File: config.mk
export PLATFORM = sky130hd
export DESIGN_NAME = bat_top
export DESIGN_NICKNAME = d
export VERILOG_FILES = /design/src/hw/bat_pkg.sv /design/src/hw/bat_sticky.sv /design/src/hw/bat_top.sv
export SDC_FILE = /design/constraint.sdc
export NUM_CORES = 1
export LEC_CHECK = 0
export BUFFER_PORTS_ARGS = -buffer_cell sky130_fd_sc_hd__buf_4
export CAP_MARGIN = 20
export CELL_PAD_IN_SITES_DETAIL_PLACEMENT = 0
export CELL_PAD_IN_SITES_GLOBAL_PLACEMENT = 1
export CORE_MARGIN = 2
export CORE_UTILIZATION = 32
export CTS_CLUSTER_SIZE = 40
export DETAILED_ROUTE_END_ITERATION = 7
export GPL_TIMING_DRIVEN = 0
export PLACE_DENSITY = 0.85
export SYNTH_ARGS = -nofsm -noshare
export SYNTH_HDL_FRONTEND = slang
export SYNTH_HIERARCHICAL = 1
export SYNTH_SLANG_ARGS = --single-unit
File: constraint.sdc
create_clock -name mclk -period 3.6 [get_ports mclk]
set_clock_uncertainty 0.1 [all_clocks]
set_input_delay 0.18 -clock mclk [delete_from_list [all_inputs] [get_ports mclk]]
set_output_delay 0.18 -clock mclk [all_outputs]
set_load 0.02 [all_outputs]
File: src/hw/bat_pkg.sv
`default_nettype none
package bat_pkg;
	// apb register byte offsets
	localparam logic [7:0] BAT_OFF_CTRL = 8'h00;
	localparam logic [7:0] BAT_OFF_MASK = 8'h04;
	localparam logic [7:0] BAT_OFF_STAT = 8'h08;
	// control register fields
	localparam int BAT_CTRL_AMS    = 0;
	localparam int BAT_CTRL_SERREN = 1;
	localparam logic [1:0] BAT_CTRL_RST = 2'h0;
	// status bit positions, shared by status and mask
	localparam int BAT_ST_SEC_RMA  = 0;
	localparam int BAT_ST_SEC_RTA  = 1;
	localparam int BAT_ST_SEC_MDPE = 2;
	localparam int BAT_ST_SEC_SCD  = 3;
	localparam int BAT_ST_PRI_STA  = 4;
	localparam int BAT_ST_PRI_SSE  = 5;
	localparam int BAT_ST_PRI_RMA  = 6;
	localparam int BAT_ST_PRI_RTA  = 7;
	localparam int BAT_ST_SEC_STA  = 8;
	localparam int BAT_NST         = 9;
	localparam logic [BAT_NST-1:0] BAT_MASK_RST = 9'h000;
	// split completion message classes and indices
	localparam logic [3:0] BAT_CLS_OK   = 4'h0;
	localparam logic [3:0] BAT_CLS_BRG  = 4'h1;
	localparam logic [3:0] BAT_CLS_TGT  = 4'h2;
	localparam logic [7:0] BAT_IDX_00   = 8'h00;
	localparam logic [7:0] BAT_IDX_01   = 8'h01;
	localparam logic [7:0] BAT_IDX_02   = 8'h02;
	localparam logic [3:0] BAT_IDX_DEVHI = 4'h8;
	// termination / completion codes
	typedef enum logic [1:0] {BAT_CPL_OK, BAT_CPL_MA, BAT_CPL_TA} bat_cpl_type;
endpackage
`default_nettype wire

File: src/hw/bat_sticky.sv
`default_nettype none
module bat_sticky
	import bat_pkg::*;
#(
	parameter int W = 9
) (
	input  wire logic         mclk,
	input  wire logic         reset,
	input  wire logic [W-1:0] set,
	input  wire logic [W-1:0] clr,
	output var  logic [W-1:0] q
);
	// one sticky flag per bit, set wins over a same-cycle clear
	for (genvar i = 0; i < W; i++) begin : g_bit
		always_ff @(posedge mclk or posedge reset) begin
			if (reset) begin
				q[i] <= 1'b0;
			end else begin
				q[i] <= set[i] | (q[i] & ~clr[i]);
			end
		end
	end
endmodule
`default_nettype wire

File: src/hw/bat_top.sv
// Overview of operation
// - completion-required handling ignores abort mode and lock state.
// - aborted primary-initiated reads return all-ones data bytes.
// - immediate secondary abort forwarded upstream; sets matching status bits.
// - master data parity bit set only on real secondary parity error.
// - posted write abort: system-error message unless master abort with mode 0.
// - system-error message and signaled bit only when enable is set.
// - after returning an abort completion, secondary bus stays unlocked.
// - aborted split read completions return all-ones data.
// - class 0/1 split messages decode to success, master or target abort.
// - class 2 and illegal split messages return target abort upstream.
// - aborted downstream split completion raises system error, discarded bit.
// - upstream master abort ends conventional cycle with target abort.
// - upstream abort on PCI-X cycle gives split completion error message.
// - upstream target abort gives target abort or split target abort.
// - both aborts set both received bits and give target abort.
// - target abort only at initial connect or reconnect of master.
// - running read stream to conventional master is never cut.
// - abort with undelivered PCI-X data stops sequence, sends error message.
//
// Our own choices: the APB register port and the address map.
`default_nettype none
module bat_top
	import bat_pkg::*;
#(
	parameter int AW = 8,
	parameter int DW = 64
) (
	input  wire logic          mclk,
	input  wire logic          reset,
	input  wire logic [AW-1:0] paddr,
	input  wire logic          psel,
	input  wire logic          penable,
	input  wire logic          pwrite,
	input  wire logic [31:0]   pwdata,
	output var  logic [31:0]   prdata,
	output var  logic          pready,
	output var  logic          pslverr,
	input  wire logic          imm_vld,
	input  wire logic [1:0]    imm_code,
	input  wire logic          imm_posted,
	input  wire logic          imm_locked,
	input  wire logic          imm_par_err,
	input  wire logic          spl_vld,
	input  wire logic [3:0]    spl_class,
	input  wire logic [7:0]    spl_index,
	input  wire logic          spl_par_err,
	input  wire logic [DW-1:0] rd_data,
	input  wire logic          scd_vld,
	input  wire logic [1:0]    scd_code,
	input  wire logic          up_vld,
	input  wire logic          up_ma,
	input  wire logic          up_ta,
	input  wire logic          up_pcix,
	input  wire logic          up_connect,
	input  wire logic          up_streaming,
	input  wire logic          up_seq_running,
	output var  logic          cpl_vld,
	output var  logic [1:0]    cpl_code,
	output var  logic [DW-1:0] cpl_data,
	output var  logic          upstream_system_error_msg,
	output var  logic          sec_locked,
	output var  logic          sec_ta,
	output var  logic          spl_err_vld,
	output var  logic [1:0]    spl_err_code,
	output var  logic          seq_stop,
	output var  logic          irq
);
	// register select: 0 ctrl, 1 mask, 2 status, 3 unmapped
	function automatic logic [1:0] reg_sel(input logic [AW-1:0] a);
		logic [1:0] s;
		s = 2'h3;
		if (a == AW'(BAT_OFF_CTRL)) s = 2'h0;
		if (a == AW'(BAT_OFF_MASK)) s = 2'h1;
		if (a == AW'(BAT_OFF_STAT)) s = 2'h2;
		return s;
	endfunction

	logic [1:0]         ctrl_r;
	logic [BAT_NST-1:0] mask_r;
	logic [BAT_NST-1:0] st_q;
	logic [BAT_NST-1:0] st_set;
	logic [BAT_NST-1:0] st_clr;
	logic               wr_en;
	logic               ams;
	logic               serr_en;
	logic               serr_req;
	logic               cpl_vld_nxt;
	bat_cpl_type        cpl_nxt;
	logic               conv_abort;
	logic               pend_r;
	bat_cpl_type        imm_c;
	bat_cpl_type        scd_c;

	assign imm_c   = bat_cpl_type'(imm_code);
	assign scd_c   = bat_cpl_type'(scd_code);
	assign ams     = ctrl_r[BAT_CTRL_AMS];
	assign serr_en = ctrl_r[BAT_CTRL_SERREN];
	assign wr_en   = psel & penable & pready & pwrite;
	assign st_clr  = (wr_en && reg_sel(paddr) == 2'h2) ? pwdata[BAT_NST-1:0] : '0;
	assign conv_abort = up_vld & ~up_pcix & (up_ma | up_ta);

	// apb answer one cycle into the access phase
	always_ff @(posedge mclk or posedge reset) begin
		if (reset) begin
			pready  <= 1'b0;
			pslverr <= 1'b0;
			prdata  <= 32'h0000_0000;
		end else begin
			pready  <= psel & penable & ~pready;
			pslverr <= psel & penable & ~pready & (reg_sel(paddr) == 2'h3);
			unique case (reg_sel(paddr))
				2'h0: prdata <= {30'h0, ctrl_r};
				2'h1: prdata <= {23'h0, mask_r};
				2'h2: prdata <= {23'h0, st_q};
				2'h3: prdata <= 32'h0000_0000;
			endcase
		end
	end

	// control and mask registers
	always_ff @(posedge mclk or posedge reset) begin
		if (reset) begin
			ctrl_r <= BAT_CTRL_RST;
			mask_r <= BAT_MASK_RST;
		end else if (wr_en) begin
			if (reg_sel(paddr) == 2'h0) ctrl_r <= pwdata[1:0];
			if (reg_sel(paddr) == 2'h1) mask_r <= pwdata[BAT_NST-1:0];
		end
	end

	// termination decode: status sets, completion, system error request
	always_comb begin
		st_set      = '0;
		serr_req    = 1'b0;
		cpl_vld_nxt = 1'b0;
		cpl_nxt     = BAT_CPL_OK;
		// immediate secondary termination; lock state not consulted
		if (imm_vld) begin
			st_set[BAT_ST_SEC_MDPE] = imm_par_err;
			if (!imm_posted) begin
				cpl_vld_nxt = 1'b1;
				cpl_nxt     = imm_c;
				if (imm_c == BAT_CPL_MA) st_set[BAT_ST_SEC_RMA] = 1'b1;
				if (imm_c == BAT_CPL_TA) begin
					st_set[BAT_ST_SEC_RTA] = 1'b1;
					st_set[BAT_ST_PRI_STA] = 1'b1;
				end
			end else begin
				if (imm_c == BAT_CPL_MA) begin
					st_set[BAT_ST_SEC_RMA] = 1'b1;
					serr_req = ams;
				end
				if (imm_c == BAT_CPL_TA) begin
					st_set[BAT_ST_SEC_RTA] = 1'b1;
					serr_req = 1'b1;
				end
			end
		end else if (spl_vld) begin
			// split completion message decode
			cpl_vld_nxt = 1'b1;
			cpl_nxt     = BAT_CPL_TA;
			st_set[BAT_ST_PRI_STA] = 1'b1;
			if (spl_class == BAT_CLS_OK && spl_index == BAT_IDX_00) begin
				cpl_nxt = BAT_CPL_OK;
				st_set[BAT_ST_PRI_STA] = 1'b0;
				st_set[BAT_ST_SEC_MDPE] = spl_par_err;
			end else if (spl_class == BAT_CLS_BRG && spl_index == BAT_IDX_00) begin
				cpl_nxt = BAT_CPL_MA;
				st_set[BAT_ST_PRI_STA] = 1'b0;
				st_set[BAT_ST_SEC_RMA] = 1'b1;
			end else if (spl_class == BAT_CLS_BRG && spl_index == BAT_IDX_01) begin
				st_set[BAT_ST_SEC_RTA] = 1'b1;
			end else if (spl_class == BAT_CLS_BRG && spl_index == BAT_IDX_02) begin
				st_set[BAT_ST_SEC_MDPE] = 1'b1;
			end else if (spl_class == BAT_CLS_TGT && spl_index == BAT_IDX_01) begin
				st_set[BAT_ST_SEC_MDPE] = 1'b1;
			end
		end
		// downstream split completion aborted at once
		if (scd_vld && scd_c != BAT_CPL_OK) begin
			st_set[BAT_ST_SEC_SCD] = 1'b1;
			serr_req = 1'b1;
			if (scd_c == BAT_CPL_MA) st_set[BAT_ST_SEC_RMA] = 1'b1;
			if (scd_c == BAT_CPL_TA) st_set[BAT_ST_SEC_RTA] = 1'b1;
		end
		// upstream termination of secondary-initiated cycle
		if (up_vld) begin
			if (up_ma) st_set[BAT_ST_PRI_RMA] = 1'b1;
			if (up_ta) st_set[BAT_ST_PRI_RTA] = 1'b1;
			if (up_ta || (up_ma && !up_pcix)) st_set[BAT_ST_SEC_STA] = 1'b1;
		end
		st_set[BAT_ST_PRI_SSE] = serr_req & serr_en;
	end

	bat_sticky #(
		.W (BAT_NST)
	) u_stat (
		.mclk  (mclk),
		.reset (reset),
		.set   (st_set),
		.clr   (st_clr),
		.q     (st_q)
	);

	// upstream completion with all-ones fill on abort
	always_ff @(posedge mclk or posedge reset) begin
		if (reset) begin
			cpl_vld  <= 1'b0;
			cpl_code <= 2'h0;
			cpl_data <= '0;
		end else begin
			cpl_vld  <= cpl_vld_nxt;
			cpl_code <= cpl_nxt;
			cpl_data <= (cpl_nxt != BAT_CPL_OK) ? '1 : rd_data;
		end
	end

	// system error message pulse, gated by enable
	always_ff @(posedge mclk or posedge reset) begin
		if (reset) begin
			upstream_system_error_msg <= 1'b0;
		end else begin
			upstream_system_error_msg <= serr_req & serr_en;
		end
	end

	// secondary lock tracking, dropped by any abort completion
	always_ff @(posedge mclk or posedge reset) begin
		if (reset) begin
			sec_locked <= 1'b0;
		end else if (cpl_vld_nxt && cpl_nxt != BAT_CPL_OK) begin
			sec_locked <= 1'b0;
		end else if (imm_vld && !imm_posted && imm_locked && imm_c == BAT_CPL_OK) begin
			sec_locked <= 1'b1;
		end
	end

	// conventional target abort held until connect outside a stream
	always_ff @(posedge mclk or posedge reset) begin
		if (reset) begin
			pend_r <= 1'b0;
			sec_ta <= 1'b0;
		end else begin
			sec_ta <= pend_r & up_connect & ~up_streaming;
			if (conv_abort) begin
				pend_r <= 1'b1;
			end else if (up_connect && !up_streaming) begin
				pend_r <= 1'b0;
			end
		end
	end

	// pci-x split completion error message and sequence stop
	always_ff @(posedge mclk or posedge reset) begin
		if (reset) begin
			spl_err_vld  <= 1'b0;
			spl_err_code <= 2'h0;
			seq_stop     <= 1'b0;
		end else begin
			spl_err_vld  <= up_vld & up_pcix & (up_ma | up_ta);
			spl_err_code <= up_ta ? BAT_CPL_TA : BAT_CPL_MA;
			seq_stop     <= up_vld & up_pcix & (up_ma | up_ta) & up_seq_running;
		end
	end

	// level interrupt from masked status
	always_ff @(posedge mclk or posedge reset) begin
		if (reset) begin
			irq <= 1'b0;
		end else begin
			irq <= |((st_set | (st_q & ~st_clr)) & mask_r);
		end
	end
endmodule
`default_nettype wire

==> flow_results.org <==
** Floorplanning
- Height of the chip :: 120.5 um
- The die is 120.5 um wide.
- The core region is approximately 13000 sq um.
- about 250 I/O pins were placed.
- Once the floorplan was initialized, standard cells occupied between 30% and 40% of the core.
- The floorplan has 42 rows.
- The die covers 14530 sq um.

** Logic synthesis
- Cells after Synth :: 370
- By area, the combinational part of the netlist is dominated by simple AND/OR/NAND/NOR gates.
- Yosys mapped the design onto 42 distinct sky130hd cell types.
- After synthesis, the share of cell area in mux cells is around 3.3%.
- Synthesis inferred about 110 register bits.
- Basic-gate share of the synthesized area counting and, or, nand and nor cells :: 20.04%
- Post-synthesis share of cell area spent on full adders, half adders and majority gates :: 0%
- Yosys printed 6 warnings.
- Synth Area in XOR/XNOR :: 0%
- After synthesis, the share of flip-flops with an asynchronous set or reset is 100.0%.
- The synthesized netlist occupies a cell area of 4345 sq um.
- Most frequently used flop master after synthesis :: sky130_fd_sc_hd__dfrtp_1
- Mean instance size in the synthesized netlist :: roughly 12 sq um
- The synthesized design contains 0 enable-type register cells.
- Sequential elements use 61.62% of the synthesized area.
- Summing the areas of all compound-gate instances in the mapped netlist gives 7.717% of the synthesized area.

** Drt
- DRC errors left :: 0
- In the final routed layout, each cell accounts on average for approximately 14 um.
- Number of vias per cell after detailed routing :: 4.324
- Antenna-violating nets left :: 0
- The routed design has 12.42 mm of wire.
- Drt initial violations :: 187
- For this run, the detailed router's first-pass iteration total came to 4.
- Total number of vias :: ~3700

** Timing
- Based on the critical path, the design can be clocked at up to 439.5 MHz.
- Final worst path period share :: 63.20%
- Unrepaired setup endpoints after global routing :: no
- Slew HR :: 63.42%
- The number of pins with negative max-slew slack in the final report came to 0.
- For the final routed database, the setup TNS stands at 0 ps.
- Final number of hold-violating endpoints :: 0
- The smallest clock period supported by the final layout is computed as 2275 ps.
- Transition time of the tightest slew-check pin :: roughly 550 ps
- Setup Viol. Count Final :: 0
- On the final layout, the worst hold slack is 21.25 ps.

** Critical path
- The startpoint identified for the worst register-to-register timing path is pready.
- The worst setup path is launched from an input pin.
- Maximum fanout count along the critical path :: 10
- STA classifies the critical path endpoint as a flip-flop.
- Critical path arrival :: 2380 ps
- For the worst setup path, the data required time is 3710 ps.
- In this run the worst setup path begins at penable.
- Critical path type :: input pin to flip-flop

** Clock network
- Number of gates resized after CTS :: 0
- After clock tree synthesis, the setup repair step added 0 buffers.
- The clock reaches the later pin of the worst-skew pair after 340 ps.
- Buffer levels on the longest clock path :: 2
- Clk pin slew, worst setup/hold paths :: approximately 70 ps
- Htree depth :: 3
- # clock sinks :: 107
- In this run, CTS created clock tree buffers numbering 9.
- TritonCTS built the clock tree.
- Buffer cell driving the clock tree root :: sky130_fd_sc_hd__clkbuf_16
- After clock tree synthesis, the flow added hold-fix buffers numbering 82.

** Global route
- The first global-routing pass estimated roughly 20 mm of wire.
- Global routing consumed, on the met2 layer, a little under a third of the routing resources.
- Entering global routing, the biggest net connects 62 pins.
- M3 GR Usage :: around 5.1%
- In the global route stage, met1 resource usage came out at about a fifth.
- The layer flagged by global routing as most heavily used is met2.
- The initial antenna violation count was 0.
- Global-route congestion overflow total :: 0
- In the global route stage, overall resource usage came out at 17.57%.
- The number of global-route vias before repair is between 3000 and 4000.

** Run status
- The flow ran to the end, and the final reports show no timing, DRC or antenna violations.

** Power and ir drop
- The clock network accounts for roughly a third of the total power.
- For this design the static power due to leakage is roughly 0.0034 uW.
- Worst voltage drop across the vdd grid :: between 200 and 250 uV
- Cell internal power dissipation :: 2095 uW
- Switching power :: 686.3 uW
- Fraction of power consumed by combinational cells :: 18.9%
- Sequential cells account for 46.1% of the total power.
- Sw Ratio :: 24.67%
- Cell area power density :: 382.0 nW/um^2

** Final layout
- The final layout contains approximately 820 nets.
- Final Util :: 54.99%
- Layout cells sized above 1 :: between 30 and 40%
- Synth-to-layout area growth :: 67.58%
- After filler insertion, the fill cell instance count of the layout stands at 1120.
- The repair_antennas step left the layout with diodes totalling 0.

** Run
- Number of max-cap violations :: 0

** Hold path
- Worst hold start :: imm_code[1]
- The worst hold path belongs to the class input pin to flip-flop.

** Place
- Routability-driven placement finished with a final weighted congestion of 0.8084.
- During placement, the flow inserted port buffers numbering about 200.
- Once detailed placement completed, the half-perimeter wirelength came to 8.785 mm.
==> routing by layer <==
metal / vias up / share of wire (%)
li1: 1791 / -
met1: 1769 / 37
met2: 159 / 53
met3: 26 / 7.1
met4: 0 / 2.9
met5: - / 0
==> kinds of logic (layout without fill, tap and decap cells) <==
| family | Yosys count | count (layout) |
|---|---|---|
| AND/OR/NAND/NOR | 147 | 147 |
| flip-flops | 107 | 107 |
| buffers and inverters | 53 | 351 |
| AO/OA/AOI/OAI | 49 | 49 |
| multiplexers | 13 | 13 |
| other | 1 | 23 |
==> layout by cell type (no fill, tap or decap), types with 4 or more instances in the layout <==
master,count
sky130_fd_sc_hd__buf_4,229
sky130_fd_sc_hd__dfrtp_1,107
sky130_fd_sc_hd__dlygate4sd3_1,82
sky130_fd_sc_hd__nand2b_1,68
sky130_fd_sc_hd__conb_1,23
sky130_fd_sc_hd__nor2_1,18
sky130_fd_sc_hd__nand2_1,15
sky130_fd_sc_hd__inv_1,15
sky130_fd_sc_hd__and2_1,10
sky130_fd_sc_hd__a21o_1,10
sky130_fd_sc_hd__clkbuf_1,9
sky130_fd_sc_hd__o21ai_0,9
sky130_fd_sc_hd__mux2_1,9
sky130_fd_sc_hd__clkbuf_16,9
sky130_fd_sc_hd__nor2b_1,8
sky130_fd_sc_hd__a22oi_1,8
sky130_fd_sc_hd__a21oi_1,5
sky130_fd_sc_hd__nand3b_1,4
sky130_fd_sc_hd__nand4_1,4
==> synthesized netlist by cell type, types with 3 or more instances <==
| library cell | number | area [sq um] |
|---|---|---|
| sky130_fd_sc_hd__inv_1 | 16 | 60.06 |
| sky130_fd_sc_hd__nand3b_1 | 4 | 30.03 |
| sky130_fd_sc_hd__nor3b_1 | 3 | 22.52 |
| sky130_fd_sc_hd__o21a_1 | 3 | 22.52 |
| sky130_fd_sc_hd__a21o_1 | 10 | 75.07 |
| sky130_fd_sc_hd__nor4_2 | 3 | 37.54 |
| sky130_fd_sc_hd__a21oi_1 | 5 | 25.02 |
| sky130_fd_sc_hd__o21ai_0 | 9 | 45.04 |
| sky130_fd_sc_hd__and2_1 | 10 | 62.56 |
| sky130_fd_sc_hd__clkbuf_1 | 5 | 18.77 |
| sky130_fd_sc_hd__buf_4 | 30 | 225.2 |
| sky130_fd_sc_hd__nand2b_1 | 68 | 425.4 |
| sky130_fd_sc_hd__dfrtp_1 | 107 | 2678 |
| sky130_fd_sc_hd__a21boi_0 | 3 | 22.52 |
| sky130_fd_sc_hd__nor2b_1 | 8 | 50.05 |
| sky130_fd_sc_hd__nand4_1 | 4 | 25.02 |
| sky130_fd_sc_hd__nor3_1 | 3 | 15.01 |
| sky130_fd_sc_hd__nand2_1 | 15 | 56.30 |
| sky130_fd_sc_hd__mux2_1 | 9 | 101.4 |
| sky130_fd_sc_hd__a22oi_1 | 8 | 60.06 |
| sky130_fd_sc_hd__nand3_1 | 3 | 15.01 |
| sky130_fd_sc_hd__nor2_1 | 18 | 67.56 |
==> sequential cells by signal (all words and copies together), names as in the netlist, 2 cells and up <==
signal / flops
cpl_data: 64
mask_r: 9
prdata: 9
u_stat/q: 9
cpl_code: 2
ctrl_r: 2
spl_err_code: 2
==> final cells by class <==
cell class	instances	area [sq um]	area share (%)
clock inverters	2	35.03	0.4811
repair buffers	282	2342	32.17
inverters	16	62.56	0.8591
flip-flops and latches	107	2678	36.77
plain buffers	37	254.0	3.488
well taps	176	220.2	3.024
clock buffers	14	254.0	3.488
multi-input cells	232	1436	19.73
==> through the flow <==
step	setup WS [ps]	total power [uW]	cells	cell area (sq um)
floorplan	757.9	1521	392	4428
global placement	-341.8	1745	767	6142
detailed placement	1024	1757	768	6172
CTS	1386	2814	866	7282
global route	1100	2908	866	7282
finish	1325	2782	866	7282
==> worst max-delay path, cell delays in order <==
cell and delay (ps):
sky130_fd_sc_hd__dlygate4sd3_1 530, sky130_fd_sc_hd__buf_4 110, sky130_fd_sc_hd__nand4_1 240, sky130_fd_sc_hd__nor4_2 390
sky130_fd_sc_hd__buf_4 250, sky130_fd_sc_hd__a21oi_2 70, sky130_fd_sc_hd__nor4_2 290, sky130_fd_sc_hd__o2111a_1 220
sky130_fd_sc_hd__nand4_1 100
==> power by group through the flow <==
| stage | clock, uW | combinational [uW] | sequential, uW |
|---|---|---|---|
| finish | 974 | 526 | 1280 |
| global route | 1060 | 565 | 1290 |
| CTS | 1010 | 526 | 1280 |
| detailed placement | 0 | 453 | 1300 |
| global placement | 0 | 443 | 1300 |
| floorplan | 0 | 143 | 1380 |
==> path summary, 6_finish.rpt <==
| kind | end | slack, ps | cells past startpoint |
|---|---|---|---|
| max in group asynchronous | cpl_data[6] | 2380 | 4 |
| min in group asynchronous | u_stat/q[8] | 310 | 3 |
| max reg2reg | irq | 1400 | 7 |
| min | cpl_code[1] | 20 | 3 |
| max | irq | 1320 | 9 |
| min reg2reg | pready | 380 | 1 |
(Power assumes the default switching activity.)
